File: src/logic/ast_defs.svh
`ifndef AST_DEFS_SVH
`define AST_DEFS_SVH
// ==========================================================

// ==========================================================
// register offsets
`define AST_OFS_DATA   3'h0
`define AST_OFS_CSR_A  3'h1
`define AST_OFS_CSR_B  3'h2
`define AST_OFS_CSR_C  3'h3
`define AST_OFS_BAUD_L 3'h4
`define AST_OFS_BAUD_H 3'h5

// ==========================================================
// field positions
`define AST_A_RXC      7
`define AST_A_TXC      6
`define AST_A_U2X      1
`define AST_B_TXC_IE   6
`define AST_B_EMPTY_IE 5
`define AST_B_RX_EN    4
`define AST_B_TX_EN    3
`define AST_B_SIZE2    2
`define AST_B_TX_NINTH 0
`define AST_C_PAR_EN   5
`define AST_C_PAR_ODD  4
`define AST_C_TWO_STOP 3
`define AST_C_SIZE_HI  2
`define AST_C_SIZE_LO  1

// ==========================================================
// reset values and timing counts
`define AST_RST_SIZE   3'h3
`define AST_BAUD_W     12
`define AST_OVS_NORM   4'hF
`define AST_OVS_DBL    4'h7
`define AST_HALF_NORM  4'h7
`define AST_HALF_DBL   4'h3
`endif

File: src/logic/ast_pkg.sv
`include "ast_defs.svh"
package ast_pkg;
    // ======================================================
    // register port request
    typedef struct packed {
        logic [2:0] addr;
        logic [7:0] wdata;
        logic       wr;
        logic       rd;
    } ast_bus_req_t;

    typedef enum logic [1:0] {RX_IDLE, RX_START, RX_DATA} ast_rx_state_t;

    // ======================================================
    // baud generator state
    typedef struct packed {
        logic [`AST_BAUD_W-1:0] count;
        logic                   tick;
    } ast_baud_state_t;

    // ======================================================
    // serial block state
    typedef struct packed {
        logic [8:0]             tx_buf;
        logic                   tx_buf_full;
        logic [12:0]            tx_shift;
        logic [3:0]             tx_left;
        logic                   tx_busy;
        logic [3:0]             tx_pre;
        logic                   tx_on;
        logic                   txc;
        logic                   u2x;
        logic                   txc_ie;
        logic                   empty_ie;
        logic                   rx_en;
        logic                   tx_en_bit;
        logic                   tx_ninth;
        logic [2:0]             size;
        logic                   par_en;
        logic                   par_odd;
        logic                   two_stop;
        logic [`AST_BAUD_W-1:0] baud;
        ast_rx_state_t          rx_state;
        logic                   rx_sync1;
        logic                   rx_sync2;
        logic [3:0]             rx_cnt;
        logic [3:0]             rx_idx;
        logic [9:0]             rx_shift;
        logic [7:0]             rx_buf;
        logic                   rx_ninth;
        logic                   rx_full;
        logic [7:0]             rdata;
    } ast_state_t;
endpackage : ast_pkg

File: src/logic/ast_baud_gen.sv
`timescale 1ns/10ps
`default_nettype none
`include "ast_defs.svh"
module ast_baud_gen
    import ast_pkg::*;
(
    // clock and reset
    input  wire logic                   sys_clk,
    input  wire logic                   rst,
    // divider setting
    input  wire logic [`AST_BAUD_W-1:0] divider,
    input  wire logic                   reload,
    // one-cycle tick at baud_clk rate
    output logic                        tick
);
    ast_baud_state_t s;
    ast_baud_state_t next_s;

    // ======================================================
    // down-counter, reload on zero or low divider byte write
    always_comb
    begin
        next_s = s;
        next_s.tick = 1'h0;
        if (reload)
        begin
            next_s.count = divider;
        end
        else if (s.count == '0)
        begin
            next_s.count = divider;
            next_s.tick = 1'h1;
        end
        else
        begin
            next_s.count = s.count - `AST_BAUD_W'(1);
        end
        if (rst)
        begin
            next_s = '0;
        end
    end

    always_ff @(posedge sys_clk)
    begin
        s <= next_s;
    end

    assign tick = s.tick;
endmodule : ast_baud_gen
`default_nettype wire

File: src/logic/ast_uart.sv
// The implementer's own choices: the register addresses and the plain strobed port.
`timescale 1ns/10ps
`default_nettype none
`include "ast_defs.svh"
module ast_uart
    import ast_pkg::*;
(
    // clock and reset
    input  wire logic          sys_clk,
    input  wire logic          rst,
    // register port
    input  wire ast_bus_req_t  bus_req,
    output logic [7:0]         bus_rdata,
    // serial pins
    output logic               serial_out_pin,
    output logic               serial_out_oe,
    input  wire logic          serial_in_pin,
    output logic               rx_pin_owned,
    // interrupt requests
    output logic               tx_empty_irq,
    output logic               tx_done_irq,
    input  wire logic          tx_done_irq_ack
);
    ast_state_t s;
    ast_state_t next_s;

    logic        baud_tick;
    logic        baud_reload;
    logic [3:0]  nbits;
    logic [8:0]  mask;
    logic [12:0] frame;
    logic [3:0]  frame_len;
    logic        par_bit;
    logic        tx_tick;
    logic [3:0]  ovs_last;
    logic [3:0]  ovs_half;
    logic        rx_bit;
    logic        wr_data;
    logic        wr_a;
    logic        wr_b;
    logic        wr_c;
    logic        rd_data;

    // ======================================================
    // data bits per character
    function automatic logic [3:0] ast_nbits(input logic [2:0] code);
        logic [3:0] r;
        case (code)
            3'h0:    r = 4'h5;
            3'h1:    r = 4'h6;
            3'h2:    r = 4'h7;
            3'h7:    r = 4'h9;
            default: r = 4'h8;
        endcase
        return r;
    endfunction : ast_nbits

    // ======================================================
    // baud rate generator
    assign baud_reload = bus_req.wr && (bus_req.addr == `AST_OFS_BAUD_L);

    ast_baud_gen u_baud (
        .sys_clk (sys_clk),
        .rst     (rst),
        .divider (next_s.baud),
        .reload  (baud_reload),
        .tick    (baud_tick)
    );

    // ======================================================
    // decode and frame helpers
    always_comb
    begin
        wr_data = bus_req.wr && (bus_req.addr == `AST_OFS_DATA);
        wr_a = bus_req.wr && (bus_req.addr == `AST_OFS_CSR_A);
        wr_b = bus_req.wr && (bus_req.addr == `AST_OFS_CSR_B);
        wr_c = bus_req.wr && (bus_req.addr == `AST_OFS_CSR_C);
        rd_data = bus_req.rd && (bus_req.addr == `AST_OFS_DATA);
        nbits = ast_nbits(s.size);
        ovs_last = s.u2x ? `AST_OVS_DBL : `AST_OVS_NORM;
        ovs_half = s.u2x ? `AST_HALF_DBL : `AST_HALF_NORM;
        tx_tick = baud_tick && (s.tx_pre == ovs_last);
        rx_bit = s.rx_sync2;
        mask = '0;
        for (int i = 0; i < 9; i++)
        begin
            if (4'(i) < nbits)
            begin
                mask[i] = 1'h1;
            end
        end
        // frame: start, lsb-first data, parity, stop ones
        frame = '1;
        frame[0] = 1'h0;
        for (int i = 0; i < 9; i++)
        begin
            if (4'(i) < nbits)
            begin
                frame[i+1] = s.tx_buf[i];
            end
        end
        par_bit = (^s.tx_buf) ^ s.par_odd;
        if (s.par_en)
        begin
            frame[nbits+4'h1] = par_bit;
        end
        frame_len = 4'h2 + nbits + {3'h0, s.par_en} + {3'h0, s.two_stop};
    end

    // ======================================================
    // next state
    always_comb
    begin
        next_s = s;
        next_s.rdata = 8'h00;

        // pin synchroniser
        next_s.rx_sync1 = serial_in_pin;
        next_s.rx_sync2 = s.rx_sync1;

        // transmit bit-rate prescaler
        if (baud_tick)
        begin
            if (s.tx_pre == ovs_last)
            begin
                next_s.tx_pre = 4'h0;
            end
            else
            begin
                next_s.tx_pre = s.tx_pre + 4'h1;
            end
        end

        // status and control writes
        if (wr_a)
        begin
            next_s.u2x = bus_req.wdata[`AST_A_U2X];
            if (bus_req.wdata[`AST_A_TXC])
            begin
                next_s.txc = 1'h0;
            end
        end
        if (tx_done_irq_ack)
        begin
            next_s.txc = 1'h0;
        end
        if (wr_b)
        begin
            next_s.txc_ie = bus_req.wdata[`AST_B_TXC_IE];
            next_s.empty_ie = bus_req.wdata[`AST_B_EMPTY_IE];
            next_s.rx_en = bus_req.wdata[`AST_B_RX_EN];
            next_s.tx_en_bit = bus_req.wdata[`AST_B_TX_EN];
            next_s.size[2] = bus_req.wdata[`AST_B_SIZE2];
            next_s.tx_ninth = bus_req.wdata[`AST_B_TX_NINTH];
        end
        if (wr_c)
        begin
            next_s.par_en = bus_req.wdata[`AST_C_PAR_EN];
            next_s.par_odd = bus_req.wdata[`AST_C_PAR_ODD];
            next_s.two_stop = bus_req.wdata[`AST_C_TWO_STOP];
            next_s.size[1:0] = bus_req.wdata[`AST_C_SIZE_HI:`AST_C_SIZE_LO];
        end
        if (baud_reload)
        begin
            next_s.baud[7:0] = bus_req.wdata;
        end
        if (bus_req.wr && (bus_req.addr == `AST_OFS_BAUD_H))
        begin
            next_s.baud[`AST_BAUD_W-1:8] = bus_req.wdata[`AST_BAUD_W-9:0];
        end

        // transmitter pin ownership
        if (s.tx_en_bit)
        begin
            next_s.tx_on = 1'h1;
        end
        else if (!s.tx_busy && !s.tx_buf_full)
        begin
            next_s.tx_on = 1'h0;
        end

        // transmit shifter
        if (tx_tick && s.tx_on)
        begin
            if (s.tx_busy && (s.tx_left > 4'h1))
            begin
                next_s.tx_shift = {1'h1, s.tx_shift[12:1]};
                next_s.tx_left = s.tx_left - 4'h1;
            end
            else if (s.tx_buf_full)
            begin
                next_s.tx_shift = frame;
                next_s.tx_left = frame_len;
                next_s.tx_busy = 1'h1;
                next_s.tx_buf_full = 1'h0;
            end
            else
            begin
                if (s.tx_busy)
                begin
                    next_s.txc = 1'h1;
                end
                next_s.tx_busy = 1'h0;
                next_s.tx_left = 4'h0;
                next_s.tx_shift = '1;
            end
        end

        // transmit buffer load from data write
        if (wr_data)
        begin
            next_s.tx_buf = {s.tx_ninth, bus_req.wdata} & mask;
            next_s.tx_buf_full = 1'h1;
        end

        // receive buffer read
        if (rd_data)
        begin
            next_s.rx_full = 1'h0;
        end

        // receiver
        if (!s.rx_en)
        begin
            next_s.rx_state = RX_IDLE;
            next_s.rx_full = 1'h0;
            next_s.rx_cnt = 4'h0;
        end
        else if (baud_tick)
        begin
            case (s.rx_state)
                RX_IDLE:
                begin
                    if (!rx_bit)
                    begin
                        next_s.rx_state = RX_START;
                        next_s.rx_cnt = 4'h0;
                    end
                end
                RX_START:
                begin
                    if (s.rx_cnt == ovs_half)
                    begin
                        next_s.rx_cnt = 4'h0;
                        next_s.rx_idx = 4'h0;
                        if (!rx_bit)
                        begin
                            next_s.rx_state = RX_DATA;
                        end
                        else
                        begin
                            next_s.rx_state = RX_IDLE;
                        end
                    end
                    else
                    begin
                        next_s.rx_cnt = s.rx_cnt + 4'h1;
                    end
                end
                RX_DATA:
                begin
                    if (s.rx_cnt == ovs_last)
                    begin
                        next_s.rx_cnt = 4'h0;
                        if (s.rx_idx == (nbits + {3'h0, s.par_en}))
                        begin
                            next_s.rx_buf = s.rx_shift[7:0] & mask[7:0];
                            next_s.rx_ninth = s.rx_shift[8] & mask[8];
                            next_s.rx_full = 1'h1;
                            next_s.rx_state = RX_IDLE;
                        end
                        else
                        begin
                            next_s.rx_shift[s.rx_idx] = rx_bit;
                            next_s.rx_idx = s.rx_idx + 4'h1;
                        end
                    end
                    else
                    begin
                        next_s.rx_cnt = s.rx_cnt + 4'h1;
                    end
                end
                default:
                begin
                    next_s.rx_state = RX_IDLE;
                end
            endcase
        end

        // register read, answered next cycle
        if (bus_req.rd)
        begin
            case (bus_req.addr)
                `AST_OFS_DATA:
                begin
                    next_s.rdata = s.rx_buf;
                end
                `AST_OFS_CSR_A:
                begin
                    next_s.rdata = 8'h00;
                    next_s.rdata[`AST_A_RXC] = s.rx_full;
                    next_s.rdata[`AST_A_TXC] = s.txc;
                    next_s.rdata[5] = !s.tx_buf_full;
                    next_s.rdata[`AST_A_U2X] = s.u2x;
                end
                `AST_OFS_CSR_B:
                begin
                    next_s.rdata = {1'h0, s.txc_ie, s.empty_ie, s.rx_en,
                                    s.tx_en_bit, s.size[2], s.rx_ninth, s.tx_ninth};
                end
                `AST_OFS_CSR_C:
                begin
                    next_s.rdata = {2'h0, s.par_en, s.par_odd, s.two_stop,
                                    s.size[1:0], 1'h0};
                end
                `AST_OFS_BAUD_L:
                begin
                    next_s.rdata = s.baud[7:0];
                end
                `AST_OFS_BAUD_H:
                begin
                    next_s.rdata = {4'h0, s.baud[`AST_BAUD_W-1:8]};
                end
                default:
                begin
                    next_s.rdata = 8'h00;
                end
            endcase
        end

        // synchronous reset
        if (rst)
        begin
            next_s = '0;
            next_s.tx_shift = '1;
            next_s.size = `AST_RST_SIZE;
            next_s.rx_state = RX_IDLE;
            next_s.rx_sync1 = 1'h1;
            next_s.rx_sync2 = 1'h1;
        end
    end

    // ======================================================
    // state register
    always_ff @(posedge sys_clk)
    begin
        s <= next_s;
    end

    // ======================================================
    // outputs
    assign bus_rdata = s.rdata;
    assign serial_out_pin = s.tx_shift[0];
    assign serial_out_oe = s.tx_on;
    assign rx_pin_owned = s.rx_en;
    assign tx_empty_irq = s.empty_ie && !s.tx_buf_full;
    assign tx_done_irq = s.txc_ie && s.txc;
endmodule : ast_uart
`default_nettype wire

File: config.mk
export PLATFORM = sky130hd
export DESIGN_NAME = ast_uart
export DESIGN_NICKNAME = d
export VERILOG_FILES = /design/src/logic/ast_pkg.sv /design/src/logic/ast_baud_gen.sv /design/src/logic/ast_uart.sv
export VERILOG_INCLUDE_DIRS = /design/src /design/src/logic
export SDC_FILE = /design/constraint.sdc
export NUM_CORES = 1
export LEC_CHECK = 0
export ABC_CLOCK_PERIOD_IN_PS = 3100
export BUFFER_PORTS_ARGS = -buffer_cell sky130_fd_sc_hd__buf_2
export CAP_MARGIN = 20
export CORE_ASPECT_RATIO = 1.4
export CORE_MARGIN = 2
export CORE_UTILIZATION = 30
export DETAILED_ROUTE_END_ITERATION = 8
export MAX_ROUTING_LAYER = met4
export PLACE_DENSITY_LB_ADDON = 0.25
export SLEW_MARGIN = 40
export SYNTH_ARGS = -nofsm -noshare
export SYNTH_HDL_FRONTEND = slang
export SYNTH_SLANG_ARGS = --single-unit
File: constraint.sdc
create_clock -name sys_clk -period 3.1 [get_ports sys_clk]
set_clock_uncertainty 0.1 [all_clocks]
set_input_delay 0.31 -clock sys_clk [delete_from_list [all_inputs] [get_ports sys_clk]]
set_output_delay 0.31 -clock sys_clk [all_outputs]
set_load 0.02 [all_outputs]
=== Yosys cells after proc, flatten, opt, wreduce, memory -nomap -nowiden ===
Cells that the tools add are included.

* $add $sub $neg: 10
* $lt $le $gt $ge: 14
* Eq/ne operators: 20
* Multiplexer cells: 75
* Bitwise operators: 8
* Reductions and logical operators: 36

{| class="wikitable"
|+ Operators with widths
! operator !! number
|-
| two-way mux 52 bit || 1
|-
| case mux 8 bit (6 select lines) || 1
|-
| two-way mux 1 bit || 34
|-
| two-way mux 4 bit || 8
|-
| two-way mux 28 bit || 1
|-
| two-way mux 12 bit || 2
|-
| two-way mux 24 bit || 1
|-
| two-way mux 23 bit || 1
|-
| two-way mux 20 bit || 1
|-
| two-way mux 19 bit || 1
|-
| two-way mux 18 bit || 1
|-
| two-way mux 17 bit || 1
|-
| adder 4 x 1 -> 4 bit, second input constant || 4
|-
| less-than comparator 3 x 4 -> 1 bit, first input constant || 4
|-
| two-way mux 2 bit || 8
|-
| two-way mux 8 bit || 2
|-
| case mux 4 bit (4 select lines) || 1
|-
| logical AND 1 bit || 15
|-
| AND reduction 5 bit || 3
|-
| two-way mux 14 bit || 1
|-
| bitwise mux 13 bit || 1
|-
| two-way mux 13 bit || 1
|-
| adder 4 x 1 -> 4 bit || 3
|-
| equality test 4 bit || 3
|-
| other kinds (39) || 64
|}

* Register bits: 111
* Logic and storage cells: 195

=== Depth between registers and ports, before layout ===
* Word-level depth: 13
* Depth in mapped cells: 11
* Depth with buffers taken out: 9

=== Cells and area by module ===
A second synthesis with hierarchy kept.

* Cells, all modules: 677
* Area, all modules: 5740.5 sq um

{| class="wikitable"
|+ Modules (own cells, without submodules)
! module !! times used !! cells each !! area an instance (sq um) !! seq. area each (sq um)
|-
| ast_uart || 1 || 597 || 4973.5 || 1941.9
|-
| ast_baud_gen || 1 || 80 || 767.0 || 260.2
|}

=== Least setup slack after synthesis ===
No wires, ideal clock.

* Path type: register to register
* Start: reg s[55] (netlist bit)
* End: reg s[10] (netlist bit)
* Setup time: 128 ps
* Arrival: 2481 ps
* Data required time: 2872 ps
* Path slack: 392 ps
* Stages on the path, launching flop included: 12
* Path buffers: 2
* Period minus slack after synthesis: 2708 ps
* Cells stage by stage: dfxtp_1 -> clkbuf_1 -> nand3_1 -> o21ai_0 -> ha_1 -> ha_1 -> xnor2_1 -> nand3_1 -> nor4_1 -> buf_2 -> mux2i_1 -> nor2_1

* Longest elaborated chain between the ends: 5

{| class="wikitable"
|+ Ends and longest elaborated chain
! item !! RTL line !! text
|-
| start, declared || ast_uart.sv:24 || <nowiki>ast_state_t s;</nowiki>
|-
| start signal, assigned || ast_uart.sv:347 || <nowiki>s <= next_s;</nowiki>
|-
| equality test 3 bit, or another cell as far along || ast_uart.sv:48 || <nowiki>case (code)</nowiki>
|-
| case mux 4 bit (4 select lines) (*) || ast_uart.sv:48 ||
|-
| adder 4 x 1 -> 4 bit / less-than comparator 1 x 4 -> 1 bit (equally long branches) || ast_uart.sv:265, ast_uart.sv:87 ||
|-
| equality test 4 bit / two-way mux 1 bit (equally long branches) || ast_uart.sv:265, ast_uart.sv:87 ||
|-
| AND reduction 5 bit (no source line) / bitwise AND 8 bit (equally long branches) || - ||
|}

Every way passes the cells marked *; elsewhere a longest branch is shown, timed or not.
A chain may end at the register's enable or synchronous reset.

=== Worst setup path in the final report ===
* Start: reg s[56] (netlist bit)
* End: reg s[30] (netlist bit)

* Longest elaborated chain between the ends: 6

{| class="wikitable"
|+ Ends and longest elaborated chain
! item !! RTL line !! text
|-
| equality test 3 bit, or another cell as far along || ast_uart.sv:48 ||
|-
| case mux 4 bit (4 select lines) (*) || ast_uart.sv:48 ||
|-
| adder 4 x 1 -> 4 bit (*) || ast_uart.sv:265 || <nowiki>if (s.rx_idx == (nbits + {3'h0, s.par_en}))</nowiki>
|-
| equality test 4 bit (*) || ast_uart.sv:265 ||
|-
| != test 2 bit (no source line) (*) || - ||
|-
| AND reduction 6 bit (no source line) (*) || - ||
|}

Marks and branches as above.

==> reports/qor.yml <==
pwr:
  ir_drop_v: 0.000247
  p_leak_nw: 2.33
  p_clk_share_pct: 31.8
  p_sw_mw: 1.05
  swShare_pct: 30.1
  combPwrFrac_pct: 22.5
  power_density_nw_per_um2: 552
  p_int_mw: 2.43
  seqPwrFrac_pct: 45.7
  p_total_mw: 3.49
timing:
  setup_viol: 0
  slew_headroom_pct: 51.0
  layout_setup_ws_ns: 0.364
  finalSetupTns_ns: 0
  period_share_pct: 88.3
  finalHoldViolCount: 0
  worst_slew_pin_slew_ns: 0.729
  fmax_mhz: 365
  rsz0062_at_grt: "false"
  final-max-slew-violation-count: 0
  final.min_clock_period_ns: 2.74
drt:
  vias: 4835
  wl_met1_um: 6770
  wl_met3_um: 404
  drt_first_pass_iters: 5
  top_layer: "met4"
  drt-initial-drc-count: 295
  vias_per_cell: 5.13
  wl_met2_um: 8220
  postRouteWirelength_um: 15700
  ant_nets: 0
  routedWlPerCell_um: 16.7
  drc: 0
worst_setup_path:
  crit_arrival_ns: 2.88
  cp.required_ns: 3.24
  slowest_stage: "dfxtp_1"
  critical_path.most_common_cell: "ha_1"
  cpLargestDelayFamily: "compound AO/OA/AOI/OAI gates"
  critical_path.cell_chain: "nand3_1 -> o21ai_0 -> ha_1 -> ha_1 -> xor2_1 -> xnor2_1 -> a31o_2 -> o211ai_1 -> a32o_1"
  worst-path-buf-inv: 0
  cp-end-kind: "flip-flop"
  crit_fanout: 16
  cpPeakStageDelay_ns: 0.53
  start_kind: "flip-flop"
  worstSetupPathType: "reg -> reg"
placed_design:
  post-place-ws_ns: 0.379
  hpwl_um: 11500
  place_congestion: 0.830
  port_buffers: 29
logic_synthesis:
  synth_edf_count: 0
  synth.avg_cell_area_sq_um: 8.22
  synthFlopType: "dfxtp_1"
  yosysSeqAreaShare_pct: 38.7
  async_flop_share_pct: 0
  ys_seq_elements: 110
  synthesis.nets: 727
  yosysWarningCount: 0
  netlist_instances: 692
  netlist_area_sq_um: 5690
  synth_cell_types: 70
floorplanning:
  core_sq_um: 18600
  io_pins: 30
  start_util_pct: 30.6
  die_y_um: 167
  rows: 59
  die_w_um: 120
  fp.dieArea_sq_um: 20100
cts:
  clkSlewWorstSetupHoldPaths_ns: 0.07
  h-tree-depth: 3
  cts_hold_buffers: 0
  cts_setup_buffers: 0
  cts_num_sinks: 110
  cts_inserted_buffers: 9
  clk_latency_ns: 0.35
  cts_resized: 0
  ctsRootBufferMaster: "clkbuf_16"
  cts_tree: "yes"
  clockBufferDepth: 2
global_routing:
  grt_max_degree: 90
  grt_pass1_wl_um: 25200
  grt-ovfl-total: 0
  grt_antenna_before_repair: 0
  grt_pass1_vias: 4661
  grt_use_total_pct: 16.4
hold_path:
  hold_class: "in -> reg"
cells_and_area:
  antenna_cells: 0
  fin_util_pct: 34.0
  final_nets: 728
  area_delta_synth_final_pct: 11.0
  drive_above_1_share_pct: 11.6
flow_run:
  max_cap_violations: 0
status:
  outcome: "finished, final reports clean"
[final timing paths]
| kind | from | depth (start not counted) | to | slack (ns) |
|---|---|---|---|---|
| setup reg to reg | s[56] | 9 | s[30] | 0.36 |
| setup / recovery | s[56] | 9 | s[30] | 0.36 |
| hold reg to reg | s[37] | 1 | rx_bit | 0.31 |
| hold / removal | serial_in_pin | 2 | s[37] | 0.04 |
[layout make-up]
cell class / instances / area (sq um)
Inverter: 22 / 82.6
Multi-Input combinational cell: 505 / 3170
Timing Repair Buffer: 45 / 278
Tap cell: 244 / 305
Clock buffer: 11 / 243
Clock inverter: 5 / 33.8
Fill cell: 2014 / 12300
Sequential cell: 110 / 2200
[kinds of logic after synthesis]
family | count (synthesis) | share of synthesized area [%]
compound gates | 161 | 17.8
mux | 34 | 6.22
buf+inv | 77 | 5.85
xor+xnor | 28 | 4.55
fa+ha+maj | 19 | 4.27
flops | 110 | 38.7
simple gates | 263 | 22.6
[per-stage QoR]
stage	hold slack [ns]	cells	area, sq um
floorplan	0.289	692	5690
global placement	0.291	926	6040
detailed placement	0.296	926	6040
CTS	0.0453	942	6320
global route	0.0554	942	6320
finish	0.0439	942	6320
[state kept, by name, indices dropped and copies added, names as in the netlist, named ones only]
name	count
rx_pin_owned	1
serial_out_oe	1
u_baud.tick	1
rx_bit	1
bus_rdata	8
u_baud.s	12
s	76
serial_out_pin	1
[power by group through the flow]
| stage | clock [mW] | sequential, mW | combinational (mW) |
|---|---|---|---|
| finish | 1.11 | 1.59 | 0.784 |
| global route | 1.20 | 1.60 | 0.878 |
| floorplan | 0 | 1.59 | 0.659 |
| detailed placement | 0 | 1.62 | 0.786 |
| global placement | 0 | 1.62 | 0.784 |
| CTS | 1.13 | 1.59 | 0.792 |
[cells in the mapped netlist (7+ instances only)]
cell | instances | area share, %
buf_4 | 8 | 1.1
or3_1 | 9 | 0.99
dfxtp_1 | 110 | 39
mux2i_1 | 32 | 5.6
ha_1 | 17 | 3.7
a21oi_1 | 68 | 6.0
inv_1 | 22 | 1.5
and3_1 | 7 | 0.77
xor2_1 | 10 | 1.5
nor3_1 | 25 | 2.2
clkbuf_1 | 40 | 2.6
nor2_1 | 61 | 4.0
xnor2_1 | 17 | 2.6
nand2b_1 | 11 | 1.2
or2_2 | 7 | 0.77
nand3_1 | 24 | 2.1
a31oi_1 | 8 | 0.88
o21ai_0 | 28 | 2.5
nand2_1 | 76 | 5.0
nand4_1 | 11 | 1.2
[routing by layer]
layer  global-route usage (%)  up-vias
li1                         -     2440
met1                     19.1     2314
met2                     28.7       63
met3                     2.29       18
met4                     5.46        0
met5                        -        -
[placed cells by master (no fill, tap or decap), types with 22 or more instances in the layout]
cell type,synthesis,routed
dfxtp_1,110,110
nand2_1,76,76
a21oi_1,68,68
nor2_1,61,61
mux2i_1,32,32
buf_2,5,29
o21ai_0,28,28
nor3_1,25,25
nand3_1,24,24
inv_1,22,22
Note: power is estimated with default switching activity, not from simulation.
